--- src/core/reset_seq_pkg.sv ---
// Purpose: shared constants and types of the reset sequencer
// Assumes: i_clock is the fast base clock at CLOCK_MHZ
// Notes:   cause bit positions are fixed for software readback
// ****************************************************************
// constants
// ****************************************************************
package reset_seq_pkg;
    localparam int CLOCK_MHZ       = 100;
    localparam int T_RL_MIN_NS     = 100;
    localparam int T_RL_CYCLES     = (T_RL_MIN_NS * CLOCK_MHZ + 999) / 1000;
    localparam int RC_WIDTH        = 12;
    localparam int DRIVE_CYCLES    = 32;
    localparam int HOLD_CYCLES     = 32;
    localparam int SETTLE_CYCLES   = 3;
    localparam int SHORT_STOP_CYC  = 32;
    localparam int SEQ_WIDTH       = 6;
    localparam int PIN_CNT_WIDTH   = 8;
    localparam int BUS_DIV_WIDTH   = 2;
    localparam int UPPER_CLR_LO    = 4;
    localparam int UPPER_CLR_HI    = 11;

    localparam int CAUSE_WIDTH     = 6;
    localparam int CAUSE_POWER_ON  = 0;
    localparam int CAUSE_PIN       = 1;
    localparam int CAUSE_WATCHDOG  = 2;
    localparam int CAUSE_BAD_OP    = 3;
    localparam int CAUSE_BAD_ADDR  = 4;
    localparam int CAUSE_LOW_VOLT  = 5;
    localparam logic [CAUSE_WIDTH-1:0] CAUSE_RESET = 6'h01;

    typedef enum logic [3:0] {
        ST_RUN       = 4'b0000,
        ST_POR_WAIT  = 4'b0001,
        ST_LVD_LOW   = 4'b0010,
        ST_DRIVE     = 4'b0011,
        ST_HOLD      = 4'b0100,
        ST_SETTLE    = 4'b0101,
        ST_PIN_LOW   = 4'b0110,
        ST_STOP      = 4'b0111,
        ST_STOP_WAKE = 4'b1000
    } seq_state_e;
endpackage

--- src/core/recovery_if.sv ---
// Purpose: carries control and count between sequencer and recovery counter
// Assumes: one clock domain
// Notes:   counter side updates on the falling edge
`timescale 1ns/100ps
`default_nettype none
interface recovery_if;
    import reset_seq_pkg::*;
    logic                clear_all;
    logic                clear_upper;
    logic [RC_WIDTH-1:0] count;
    logic                tick;
    modport ctrl (output clear_all, output clear_upper, input count, input tick);
    modport ctr  (input clear_all, input clear_upper, output count, output tick);
endinterface
`default_nettype wire

--- src/core/recovery_counter.sv ---
// Purpose: 12 counting stages plus a 13th stage that gives the watchdog tick
// Assumes: controls come from rising-edge flops, half a cycle of setup
// Notes:   falling-edge clocked; reset arrives only through clear_all, a rising-edge flop,
//          so a reset that moves on a falling edge never races these stages
`timescale 1ns/100ps
`default_nettype none
module recovery_counter
    import reset_seq_pkg::*;
(
    input  wire logic i_clock,
    recovery_if.ctr   rc
);
    logic [RC_WIDTH-1:0] count_q;
    logic                stage13_q;

    // ****************************************************************
    // counting stages
    // ****************************************************************
    always_ff @(negedge i_clock) begin // RQ18
        if (rc.clear_all) begin // RQ19 RQ22
            count_q <= '0;
        end else if (rc.clear_upper) begin // RQ10
            count_q <= {8'h00, count_q[UPPER_CLR_LO-1:0]} + 12'h001;
        end else begin
            count_q <= count_q + 12'h001; // RQ21
        end
    end

    // 13th stage: marks each wrap of the 12 stages
    always_ff @(negedge i_clock) begin // RQ17
        if (rc.clear_all) begin
            stage13_q <= 1'b0;
        end else begin
            stage13_q <= (count_q == 12'hFFF) && !rc.clear_upper; // RQ11
        end
    end

    assign rc.count = count_q;
    assign rc.tick  = stage13_q;
endmodule // recovery_counter
`default_nettype wire

--- src/core/reset_sequencer.sv ---
// Purpose: gathers reset sources, drives the reset pin, sequences internal reset
// Assumes: i_clock is the fast base clock; reset pin arrives asynchronously
// Notes:   pin is a GPIO input until the function enable is set
// Overview of operation
// RQ1: low pin halts processing while held
// RQ2: pin flag only after minimum low time
// RQ3: pin is GPIO until function enabled
// RQ4: internal resets drive pin low 32 cycles
// RQ5: internal reset holds 32 more cycles
// RQ6: recovery 4163 for POR/LOW_VOLTAGE_DETECT, else 67
// RQ7: POR counts 4096 then releases later
// RQ8: POR asserts reset, osc on, clocks off
// RQ9: watchdog overflow resets, sets its flag
// RQ10: service write clears watchdog, upper stages
// RQ11: watchdog tick at least every 4096
// RQ12: watchdog suspended in monitor break
// RQ13: illegal opcode sets flag and resets
// RQ14: stop disabled makes stop illegal
// RQ15: only unmapped opcode fetch resets
// RQ16: low voltage holds pin during count
// RQ17: 12 stages plus 13th tick stage
// RQ18: counter advances on falling edge
// RQ19: stop instruction clears counter
// RQ20: stop wake waits 32 or 4096
// RQ21: pin reset leaves counter running
// RQ22: internal reset clears counter
// RQ23: bus clock is base divided by four
// RQ24: cause flags readable after reset
`timescale 1ns/100ps
`default_nettype none
module reset_sequencer
    import reset_seq_pkg::*;
(
    input  wire logic                   i_clock,
    input  wire logic                   i_reset,
    input  wire logic                   i_reset_pin_in,
    output logic                        o_reset_pin_out,
    output logic                        o_reset_pin_oe,
    output logic                        o_gpio_in,
    input  wire logic                   i_reset_pin_function_enable,
    input  wire logic                   i_short_stop_recovery,
    input  wire logic                   i_stop_enable_option,
    input  wire logic                   i_power_on_pulse,
    input  wire logic                   i_low_voltage_detect,
    input  wire logic                   i_watchdog_overflow,
    input  wire logic                   i_watchdog_service_write,
    input  wire logic                   i_break_active,
    input  wire logic                   i_monitor_mode,
    input  wire logic                   i_break_watchdog_disable,
    input  wire logic                   i_opcode_illegal,
    input  wire logic                   i_stop_exec,
    input  wire logic                   i_unmapped_access,
    input  wire logic                   i_opcode_fetch,
    input  wire logic                   i_wake_event,
    output logic                        o_internal_reset,
    output logic                        o_clocks_enable,
    output logic                        o_osc_enable,
    output logic                        o_bus_clock,
    output logic                        o_watchdog_tick,
    output logic                        o_watchdog_clear,
    output logic                        o_watchdog_suspend,
    output logic [CAUSE_WIDTH-1:0]      o_reset_cause
);
    localparam int LVD_MAX = 300;

    recovery_if rc ();

    recovery_counter u_recovery_counter (
        .i_clock (i_clock),
        .rc      (rc.ctr)
    );

    seq_state_e                 state_q;
    seq_state_e                 state_d;
    logic [SEQ_WIDTH-1:0]       seq_q;
    logic [PIN_CNT_WIDTH-1:0]   pin_cnt_q;
    logic                       pin_meta_q;
    logic                       pin_sync_q;
    logic                       lvd_path_q;
    logic                       clear_all_q;
    logic                       clear_upper_q;
    logic [BUS_DIV_WIDTH-1:0]   bus_div_q;
    logic [CAUSE_WIDTH-1:0]     cause_q;
    logic                       pin_low;
    logic                       bad_op;
    logic                       bad_fetch;
    logic                       internal_event;
    logic                       suspend;

    function automatic logic in_reset(input seq_state_e s);
        in_reset = (s != ST_RUN) && (s != ST_STOP) && (s != ST_STOP_WAKE);
    endfunction

    // ****************************************************************
    // pin synchroniser and qualification
    // ****************************************************************
    always_ff @(posedge i_clock) begin
        if (i_reset) begin
            pin_meta_q <= 1'b1;
            pin_sync_q <= 1'b1;
        end else begin
            pin_meta_q <= i_reset_pin_in;
            pin_sync_q <= pin_meta_q;
        end
    end

    always_ff @(posedge i_clock) begin // RQ3
        if (i_reset) begin
            o_gpio_in <= 1'b1;
        end else begin
            o_gpio_in <= pin_sync_q;
        end
    end

    assign pin_low        = i_reset_pin_function_enable && !pin_sync_q; // RQ3
    assign bad_op         = i_opcode_illegal || (i_stop_exec && !i_stop_enable_option); // RQ13 RQ14
    assign bad_fetch      = i_unmapped_access && i_opcode_fetch; // RQ15
    assign internal_event = i_watchdog_overflow || bad_op || bad_fetch;
    assign suspend        = i_break_active && i_monitor_mode && i_break_watchdog_disable; // RQ12

    // ****************************************************************
    // sequence state
    // ****************************************************************
    always_comb begin
        state_d = state_q;
        if (i_power_on_pulse) begin
            state_d = ST_POR_WAIT; // RQ8
        end else if (i_low_voltage_detect) begin
            state_d = ST_LVD_LOW; // RQ16
        end else begin
            case (state_q)
                ST_RUN: begin
                    if (internal_event) begin
                        state_d = ST_DRIVE; // RQ9 RQ13 RQ15
                    end else if (pin_low) begin
                        state_d = ST_PIN_LOW; // RQ1
                    end else if (i_stop_exec) begin
                        state_d = ST_STOP;
                    end
                end
                ST_POR_WAIT: begin
                    if (rc.tick) begin
                        state_d = ST_DRIVE; // RQ7
                    end
                end
                ST_LVD_LOW: begin
                    state_d = ST_POR_WAIT;
                end
                ST_DRIVE: begin
                    if (seq_q == SEQ_WIDTH'(DRIVE_CYCLES - 1)) begin
                        state_d = ST_HOLD; // RQ4
                    end
                end
                ST_HOLD: begin
                    if (seq_q == SEQ_WIDTH'(HOLD_CYCLES - 1)) begin
                        state_d = ST_SETTLE; // RQ5
                    end
                end
                ST_SETTLE: begin
                    if (seq_q == SEQ_WIDTH'(SETTLE_CYCLES - 1)) begin
                        state_d = ST_RUN; // RQ6
                    end
                end
                ST_PIN_LOW: begin
                    if (!pin_low) begin
                        state_d = ST_HOLD; // RQ21
                    end
                end
                ST_STOP: begin
                    if (pin_low) begin
                        state_d = ST_PIN_LOW;
                    end else if (i_wake_event) begin
                        state_d = ST_STOP_WAKE;
                    end
                end
                ST_STOP_WAKE: begin
                    if (pin_low) begin
                        state_d = ST_PIN_LOW;
                    end else if (i_short_stop_recovery ?
                                 (rc.count == RC_WIDTH'(SHORT_STOP_CYC)) : rc.tick) begin
                        state_d = ST_RUN; // RQ20
                    end
                end
                default: begin
                    state_d = ST_POR_WAIT;
                end
            endcase
        end
    end

    always_ff @(posedge i_clock) begin
        if (i_reset) begin
            state_q <= ST_POR_WAIT;
        end else begin
            state_q <= state_d;
        end
    end

    // phase counter restarts on every state change
    always_ff @(posedge i_clock) begin
        if (i_reset || state_d != state_q) begin
            seq_q <= '0;
        end else begin
            seq_q <= seq_q + 6'h01;
        end
    end

    // lvd recovery keeps the pin low through the long count
    always_ff @(posedge i_clock) begin
        if (i_reset || i_power_on_pulse) begin
            lvd_path_q <= 1'b0;
        end else if (state_d == ST_LVD_LOW) begin
            lvd_path_q <= 1'b1;
        end else if (state_d == ST_RUN) begin
            lvd_path_q <= 1'b0;
        end
    end

    // ****************************************************************
    // recovery counter control
    // ****************************************************************
    always_ff @(posedge i_clock) begin
        if (i_reset) begin
            clear_all_q <= 1'b1;
        end else begin
            // leaving low voltage the counter is already clear; clearing again would add a cycle
            clear_all_q <= (state_d == ST_LVD_LOW) || (state_d == ST_STOP) // RQ19
                           || (state_d != state_q && state_d == ST_DRIVE) // RQ22
                           || (state_d != state_q && state_d == ST_POR_WAIT && state_q != ST_LVD_LOW); // RQ22
        end
    end

    always_ff @(posedge i_clock) begin
        if (i_reset) begin
            clear_upper_q <= 1'b0;
        end else begin
            clear_upper_q <= i_watchdog_service_write; // RQ10
        end
    end

    assign rc.clear_all   = clear_all_q;
    assign rc.clear_upper = clear_upper_q;

    // ****************************************************************
    // pin low time and cause flags
    // ****************************************************************
    always_ff @(posedge i_clock) begin
        if (i_reset || state_q != ST_PIN_LOW) begin
            pin_cnt_q <= '0;
        end else if (pin_cnt_q != PIN_CNT_WIDTH'(T_RL_CYCLES)) begin
            pin_cnt_q <= pin_cnt_q + 8'h01; // RQ2
        end
    end

    // the newest source replaces older ones so software sees the last cause
    always_ff @(posedge i_clock) begin // RQ24
        if (i_reset || i_power_on_pulse) begin
            cause_q <= CAUSE_RESET; // RQ8
        end else if (i_low_voltage_detect) begin
            cause_q <= CAUSE_WIDTH'(1) << CAUSE_LOW_VOLT; // RQ16
        end else if (state_q == ST_RUN && i_watchdog_overflow) begin
            cause_q <= CAUSE_WIDTH'(1) << CAUSE_WATCHDOG; // RQ9
        end else if (state_q == ST_RUN && bad_op) begin
            cause_q <= CAUSE_WIDTH'(1) << CAUSE_BAD_OP; // RQ13
        end else if (state_q == ST_RUN && bad_fetch) begin
            cause_q <= CAUSE_WIDTH'(1) << CAUSE_BAD_ADDR; // RQ15
        end else if (state_q == ST_PIN_LOW && pin_cnt_q == PIN_CNT_WIDTH'(T_RL_CYCLES - 1)) begin
            cause_q <= CAUSE_WIDTH'(1) << CAUSE_PIN; // RQ2
        end
    end
    assign o_reset_cause = cause_q;

    // ****************************************************************
    // registered outputs
    // ****************************************************************
    always_ff @(posedge i_clock) begin
        if (i_reset) begin
            o_internal_reset <= 1'b1;
            o_clocks_enable  <= 1'b0;
            o_osc_enable     <= 1'b1;
        end else begin
            o_internal_reset <= in_reset(state_d); // RQ1 RQ5
            o_clocks_enable  <= !in_reset(state_d) && state_d != ST_STOP && state_d != ST_STOP_WAKE; // RQ8
            o_osc_enable     <= state_d != ST_STOP; // RQ8
        end
    end

    always_ff @(posedge i_clock) begin
        if (i_reset) begin
            o_reset_pin_out <= 1'b0;
            o_reset_pin_oe  <= 1'b0;
        end else begin
            o_reset_pin_out <= 1'b0;
            o_reset_pin_oe  <= i_reset_pin_function_enable &&
                               ((state_d == ST_DRIVE) || // RQ4
                                (lvd_path_q && state_d == ST_POR_WAIT) || state_d == ST_LVD_LOW); // RQ16
        end
    end

    always_ff @(posedge i_clock) begin // RQ23
        if (i_reset) begin
            bus_div_q   <= '0;
            o_bus_clock <= 1'b0;
        end else begin
            bus_div_q   <= bus_div_q + 2'h1;
            o_bus_clock <= bus_div_q[1];
        end
    end

    always_ff @(posedge i_clock) begin
        if (i_reset) begin
            o_watchdog_tick    <= 1'b0;
            o_watchdog_clear   <= 1'b0;
            o_watchdog_suspend <= 1'b0;
        end else begin
            o_watchdog_tick    <= rc.tick && !suspend; // RQ11 RQ12
            o_watchdog_clear   <= i_watchdog_service_write; // RQ10
            o_watchdog_suspend <= suspend; // RQ12
        end
    end

    // ****************************************************************
    // checks
    // ****************************************************************
    property p_pin_halt;
        @(posedge i_clock) disable iff (i_reset)
        (state_q == ST_RUN && pin_low && !internal_event && !i_power_on_pulse && !i_low_voltage_detect)
        |=> o_internal_reset && state_q == ST_PIN_LOW;
    endproperty
    a_pin_halt: assert property (p_pin_halt) else $error("pin low did not halt"); // RQ1

    property p_drive_len;
        @(posedge i_clock) disable iff (i_reset || i_power_on_pulse || i_low_voltage_detect)
        (state_q == ST_DRIVE && seq_q == 6'h1F) |=> state_q == ST_HOLD;
    endproperty
    a_drive_len: assert property (p_drive_len) else $error("drive phase length wrong"); // RQ4

    property p_hold_no_drive;
        @(posedge i_clock) disable iff (i_reset)
        (state_q == ST_HOLD) |-> !o_reset_pin_oe && o_internal_reset;
    endproperty
    a_hold_no_drive: assert property (p_hold_no_drive) else $error("hold phase drives pin"); // RQ5

    property p_settle_release;
        @(posedge i_clock) disable iff (i_reset || i_power_on_pulse || i_low_voltage_detect)
        (state_q == ST_SETTLE && seq_q == 6'h02) |=> !o_internal_reset && state_q == ST_RUN;
    endproperty
    a_settle_release: assert property (p_settle_release) else $error("release not after settle"); // RQ6

    property p_por_entry;
        @(posedge i_clock) disable iff (i_reset)
        i_power_on_pulse |=> o_internal_reset && !o_clocks_enable && o_osc_enable
                             && o_reset_cause == CAUSE_RESET;
    endproperty
    a_por_entry: assert property (p_por_entry) else $error("power-on entry wrong"); // RQ8

    property p_watchdog_reset;
        @(posedge i_clock) disable iff (i_reset)
        (state_q == ST_RUN && i_watchdog_overflow && !i_power_on_pulse && !i_low_voltage_detect)
        |=> o_reset_cause[CAUSE_WATCHDOG] && o_internal_reset;
    endproperty
    a_watchdog_reset: assert property (p_watchdog_reset) else $error("watchdog reset missing"); // RQ9

    property p_data_access_safe;
        @(posedge i_clock) disable iff (i_reset)
        (state_q == ST_RUN && i_unmapped_access && !i_opcode_fetch && !i_watchdog_overflow && !bad_op
         && !pin_low && !i_stop_exec && !i_power_on_pulse && !i_low_voltage_detect)
        |=> state_q == ST_RUN;
    endproperty
    a_data_access_safe: assert property (p_data_access_safe) else $error("data access caused reset"); // RQ15

    property p_stop_illegal;
        @(posedge i_clock) disable iff (i_reset)
        (state_q == ST_RUN && i_stop_exec && !i_stop_enable_option && !i_power_on_pulse
         && !i_low_voltage_detect && !i_watchdog_overflow)
        |=> o_reset_cause[CAUSE_BAD_OP] && state_q == ST_DRIVE;
    endproperty
    a_stop_illegal: assert property (p_stop_illegal) else $error("disabled stop not illegal"); // RQ14

    property p_bus_div;
        @(posedge i_clock) disable iff (i_reset)
        $rose(o_bus_clock) |=> o_bus_clock ##1 !o_bus_clock ##1 !o_bus_clock ##1 o_bus_clock;
    endproperty
    a_bus_div: assert property (p_bus_div) else $error("bus clock not divide by four"); // RQ23

    property p_service;
        @(posedge i_clock) disable iff (i_reset)
        // after the clear only the low stages plus one carry can be set
        i_watchdog_service_write |=> o_watchdog_clear && rc.count <= 12'h010;
    endproperty
    a_service: assert property (p_service) else $error("service write did not clear"); // RQ10

    property p_suspend;
        @(posedge i_clock) disable iff (i_reset)
        suspend |=> o_watchdog_suspend && !o_watchdog_tick;
    endproperty
    a_suspend: assert property (p_suspend) else $error("watchdog not suspended"); // RQ12

    property p_lvd_pin;
        @(posedge i_clock) disable iff (i_reset || i_power_on_pulse || i_low_voltage_detect)
        (lvd_path_q && state_q == ST_POR_WAIT && i_reset_pin_function_enable && !rc.tick)
        |=> o_reset_pin_oe;
    endproperty
    a_lvd_pin: assert property (p_lvd_pin) else $error("pin released during lvd count"); // RQ16

endmodule // reset_sequencer
`default_nettype wire

--- config.mk ---
export PLATFORM = sky130hd
export DESIGN_NAME = reset_sequencer
export DESIGN_NICKNAME = d
export VERILOG_FILES = /design/src/core/reset_seq_pkg.sv /design/src/core/recovery_if.sv /design/src/core/recovery_counter.sv /design/src/core/reset_sequencer.sv
export SDC_FILE = /design/constraint.sdc
export NUM_CORES = 1
export LEC_CHECK = 0
export ABC_CLOCK_PERIOD_IN_PS = 3130
export BUFFER_PORTS_ARGS = -buffer_cell sky130_fd_sc_hd__buf_4
export CORE_ASPECT_RATIO = 1.1
export CORE_MARGIN = 2
export CORE_UTILIZATION = 25
export CTS_CLUSTER_DIAMETER = 100
export DETAILED_ROUTE_END_ITERATION = 16
export GPL_TIMING_DRIVEN = 0
export PLACE_DENSITY = 0.47
export RECOVER_POWER = 50
export SYNTH_ARGS = -nofsm -noshare
export SYNTH_HDL_FRONTEND = slang
export SYNTH_HIERARCHICAL = 1
export SYNTH_SLANG_ARGS = --single-unit
--- constraint.sdc ---
create_clock -name i_clock -period 3.13 [get_ports i_clock]
set_clock_uncertainty 0.15 [all_clocks]
set_input_delay 0.4695 -clock i_clock [delete_from_list [all_inputs] [get_ports i_clock]]
set_output_delay 0.4695 -clock i_clock [all_outputs]
set_load 0.005 [all_outputs]
# == Yosys cells after proc, flatten, opt, wreduce, memory -nomap -nowiden ==
# Index checks and enable logic that the tools add are counted.
# word_totals
register_bits,52
latch_bits,0
ram_bits,0
rom_bits,0
in_bits,18
output_inout_bits,16
word_cells,123
mem_count,0
# classes
n_addsub,5
mul,0
div,0
magnitude_cmp,0
eq_ne,22
shift,0
muxes,24
bitwise,0
n_reduce_logical,48
# ops
operator,count
$mux 4,14
$pmux 4 s8,1
$mux 6,5
$eq 4x3->1 const B,5
$logic_and 1x1->1,20
$add 12x1->12 const B,1
$eq 12x12->1 const B,1
$eq 12x6->1 const B,1
$eq 4x2->1 const B,3
$mux 12,1
$logic_or 1x1->1,11
$add 8x1->8 const B,1
$eq 4x1->1 const B,2
$eq 8x4->1 const B,1
$logic_not 4->1,2
$ne 4x3->1 const B,2
$ne 8x4->1 const B,1
$reduce_bool 4->1,2
$add 6x1->6 const B,1
$eq 6x2->1 const B,1
$eq 6x5->1 const B,1
$add 4x1->5 const B,1
$logic_not 1->1,5
$reduce_bool 5->1,1
12 further kinds,15

# == Depth between registers and ports, before layout ==
# logic_depth
ltp_word,15
ltp_mapped,9
mapped_depth_nobuf,9

# == Modules after synthesis ==
# The synthesis kept the hierarchy.
# modules_own_cells
module,instances,cells_per_inst,area_per_inst_um2,seq_area_each_um2
reset_sequencer,1,239,2132.0,780.7
recovery_counter,1,63,559.3,260.2

==> reports/summary.md <==
* sky130_fd_sc_hd__dfxtp_1 — Most used DFF post-synth
* 0.0004072 W — switching power
* sky130_fd_sc_hd__clkbuf_16 — root cell of the clock tree
* 32 — port buffer count
* 370 ps — insertion delay of the later-clocked pin in the worst-skew pair
* 72 — Yosys cell types
* 34 — number of top-level design ports
* 3129 um^2 — placed instance area
* reg2reg — Critical Setup Path Class
* sky130_fd_sc_hd__dfxtp_1, sky130_fd_sc_hd__nor2_1, sky130_fd_sc_hd__ha_1, sky130_fd_sc_hd__nand3_1, sky130_fd_sc_hd__xnor2_1 — largest cells by area after synthesis
* 2691 um^2 — synthesized cell area
* register — critical path capture point type
* complete, but fails checks — status
* 31.75% — area grow syn2layout
* 7 — path depth of the worst reg2reg path
* 6648 um — sum of routed wire length over all layers
* 11,610 um^2 — area of the die
* in2reg — path class of the lowest-slack min-delay path
* 2 — Hold Crit Depth
* 25.77% — effective utilization at floorplan
* 0 — final number of hold-violating endpoints
* done — CTS tree
* 2,369 — number of vias after detailed routing
* 2,287 — vias in the first global route
* 477 — number of placed instances, taps included
* 38.68% — sequential share of the synthesized area
* 0 — count of flip-flops with a built-in enable after synthesis
* 4.700 — Vias per Instance
* 52 — clock net sink count
* 11,060 um — global-route wire length before repair
* 461.8 nW/um^2 — power density over the cells
* sky130_fd_sc_hd__dfxtp_1 — library cell with the largest summed area after synthesis
* 6 — total number of yosys warnings
* 0% — fraction of registers with async set/reset
* 0.0002256 V — Worst VDD drop
* 0 — Max Slew Vio Count
* 0.8646 — global placer's final weighted congestion
* 13 — final setup vio count
* 112.8 um — vertical die dimension
* 102.9 um — Horiz. Die Dim
* 64.42% — Slew headroom
* 9.3% — combinational share of power
* 4 — DR pass1 iterations
* 0.001230 W — internal power consumption
* 0 — total of max-cap violations
* 70 ps — clock slew at reported path FFs
* 2 — CTS H-Tree Depth
* 12.05% — GRT Resource Usage Total
* 24.87% — net switching share of the total power
* 0.001637 W — Design Power
* 42.2% — register share of total power
* setup timing — violations in the final reports
* 52 — count of state elements after synthesis
* 8.912 um^2 — average size of a mapped cell
* 3 — biggest fanout along the worst timing path
* 504 — number of cells in the finished layout apart from fillers
* 384 — net count reported at finish
* 302 — Synth Instances
* sky130_fd_sc_hd__dfxtp_1, sky130_fd_sc_hd__nor2_1, sky130_fd_sc_hd__nand2_1 — Synth top cells by count
* 38.68% — share of the synthesized area in the top cell type
* register — startpoint class of the critical path
* 3546 um^2 — fin area
* 3440 ps — Worst Path Arrival
* 1.285 nW — standby leakage power
* 0 — antenna viol nets, final
* 0 — initial antenna violation count
* true — setup repair after global routing missed its margin
* 4905 um — hpwl dp
* 13.19 um — post-detailed-route wirelength per cell
* 0 — gr ovfl total
* 5 — number of buffers inserted during clock tree synthesis
* 30.47% — layout cell share with drive strength beyond 1
* -268.6 ps — least setup slack across all paths after layout
* 16 — largest net degree at the start of global routing
* -2334 ps — Setup TNS Final
* 0 — DRC violation count after routing
* sky130_fd_sc_hd__dfxtp_1 — dominant cell by count in the synthesized netlist
* 3170 ps — WP data required
* 10,440 um^2 — core area
* 39 — number of placement rows
* 130 — Starting DRT DRC Count
* 0 — Ant. Diodes
* 326 — net count after synthesis
* 533.7 ps — measured slew at the worst slew-check pin
* 0 — Hold Buf Count CTS
* 2 — buffers from clock root to sink, at most
* 48.5% — Clock power frac
==> logic make-up after synthesis <==
kind of cell | after synthesis | synth area share [%]
xor gates and xnor gates | 15 | 4.882
adders and majority gates | 6 | 2.789
buffers and inverters | 19 | 3.487
DFF | 52 | 38.68
AOI/OAI and AO/OA | 66 | 19.67
and+or+nand+nor | 143 | 30.36
other | 1 | 0.1393
==> final timing paths <==
check | endpoint | startpoint | slack (ps)
worst max-delay path | lvd_path_q | u_recovery_counter/rc.tick | -270
worst min-delay path | pin_meta_q | i_reset_pin_in | 200
worst max register to register | lvd_path_q | u_recovery_counter/rc.tick | -270
worst min register to register | pin_sync_q | pin_meta_q | 260
==> timing repair <==
action                                  4_1_cts  5_1_grt
resized for setup                            23       14
buffers inserted                              4        3
pin swaps                                     7       12
endpoints found under the setup margin       13       13
==> routing by layer <==
metal  share of wire, %  global-route usage (%)
met5                  0                       0
met4                2.3                   5.263
met3                3.0                   2.285
met2                 52                   20.95
met1                 43                   14.20
==> flip-flops by register name, summed over array words and instances, names as in the netlist, 2 cells and up <==
signal,flops
state_q,4
pin_cnt_q,8
o_reset_cause,6
u_recovery_counter/rc.count,12
seq_q,6
bus_div_q,2
==> power by group through the flow <==
stage / registers (W) / clock network, W / logic [W]
after floorplan: 0.000707 / 0.0000275 / 0.0000923
after global placement: 0.000711 / 0.0000275 / 0.000145
after detailed placement: 0.000711 / 0.0000275 / 0.000146
after CTS: 0.000694 / 0.000825 / 0.000151
after global routing: 0.000694 / 0.000860 / 0.000169
final: 0.000691 / 0.000794 / 0.000152
==> cells in the final DEF, fill, tap and decap left out, drive strengths merged, types with 2 or more instances in the layout <==
master and n:
or2 8, buf 28, o21bai 2, and2 6, a31oi 4, ha 6
nor4 3, nor2 37, o21a 3, a2111o 2, o221ai 2, nor3 5
inv 23, nand3 15, nand4 6, nand2 19, bufinv 2, nor2b 9
and2b 2, a211oi 5, or3 6, o32ai 2, xnor2 8, xor2 7
dfxtp 52, a22oi 2, a21boi 2, clkbuf 25, and3 5, a21oi 11
nor3b 4, o31ai 5, o21ai 14, nand2b 8, or4 5, nor4b 2
o2111a 2
==> final cells by class <==
type,count,area (um^2)
Fill cell,1120,6897
Multi-Input combinational cell,231,1665
Timing Repair Buffer,39,292.8
Inverter,9,33.78
Clock buffer,5,125.1
Sequential cell,52,1077
Tap cell,143,178.9
Buffer,9,55.05
Clock inverter,16,117.6
==> critical path: stages (launching register included) <==
cell and delay, ps:
sky130_fd_sc_hd__dfxtp_2 320, sky130_fd_sc_hd__a22oi_2 180, sky130_fd_sc_hd__o32ai_4 130, sky130_fd_sc_hd__buf_6 150, sky130_fd_sc_hd__o21a_1 210, sky130_fd_sc_hd__nor3b_2 250
sky130_fd_sc_hd__a21boi_1 100, sky130_fd_sc_hd__o21a_1 170
==> through the flow <==
stage / worst slack, ps / hold slack, ps / util (%)
floorplan: 3.760 / 239.5 / -
global placement: -284.2 / 245.1 / 29.97
detailed placement: -304.8 / 246.1 / 29.97
CTS: -340.6 / 200.3 / 33.27
global route: -344.4 / 206.0 / 33.96
finish: -268.6 / 204.7 / 33.96
Power figures use the tool's default switching activity.
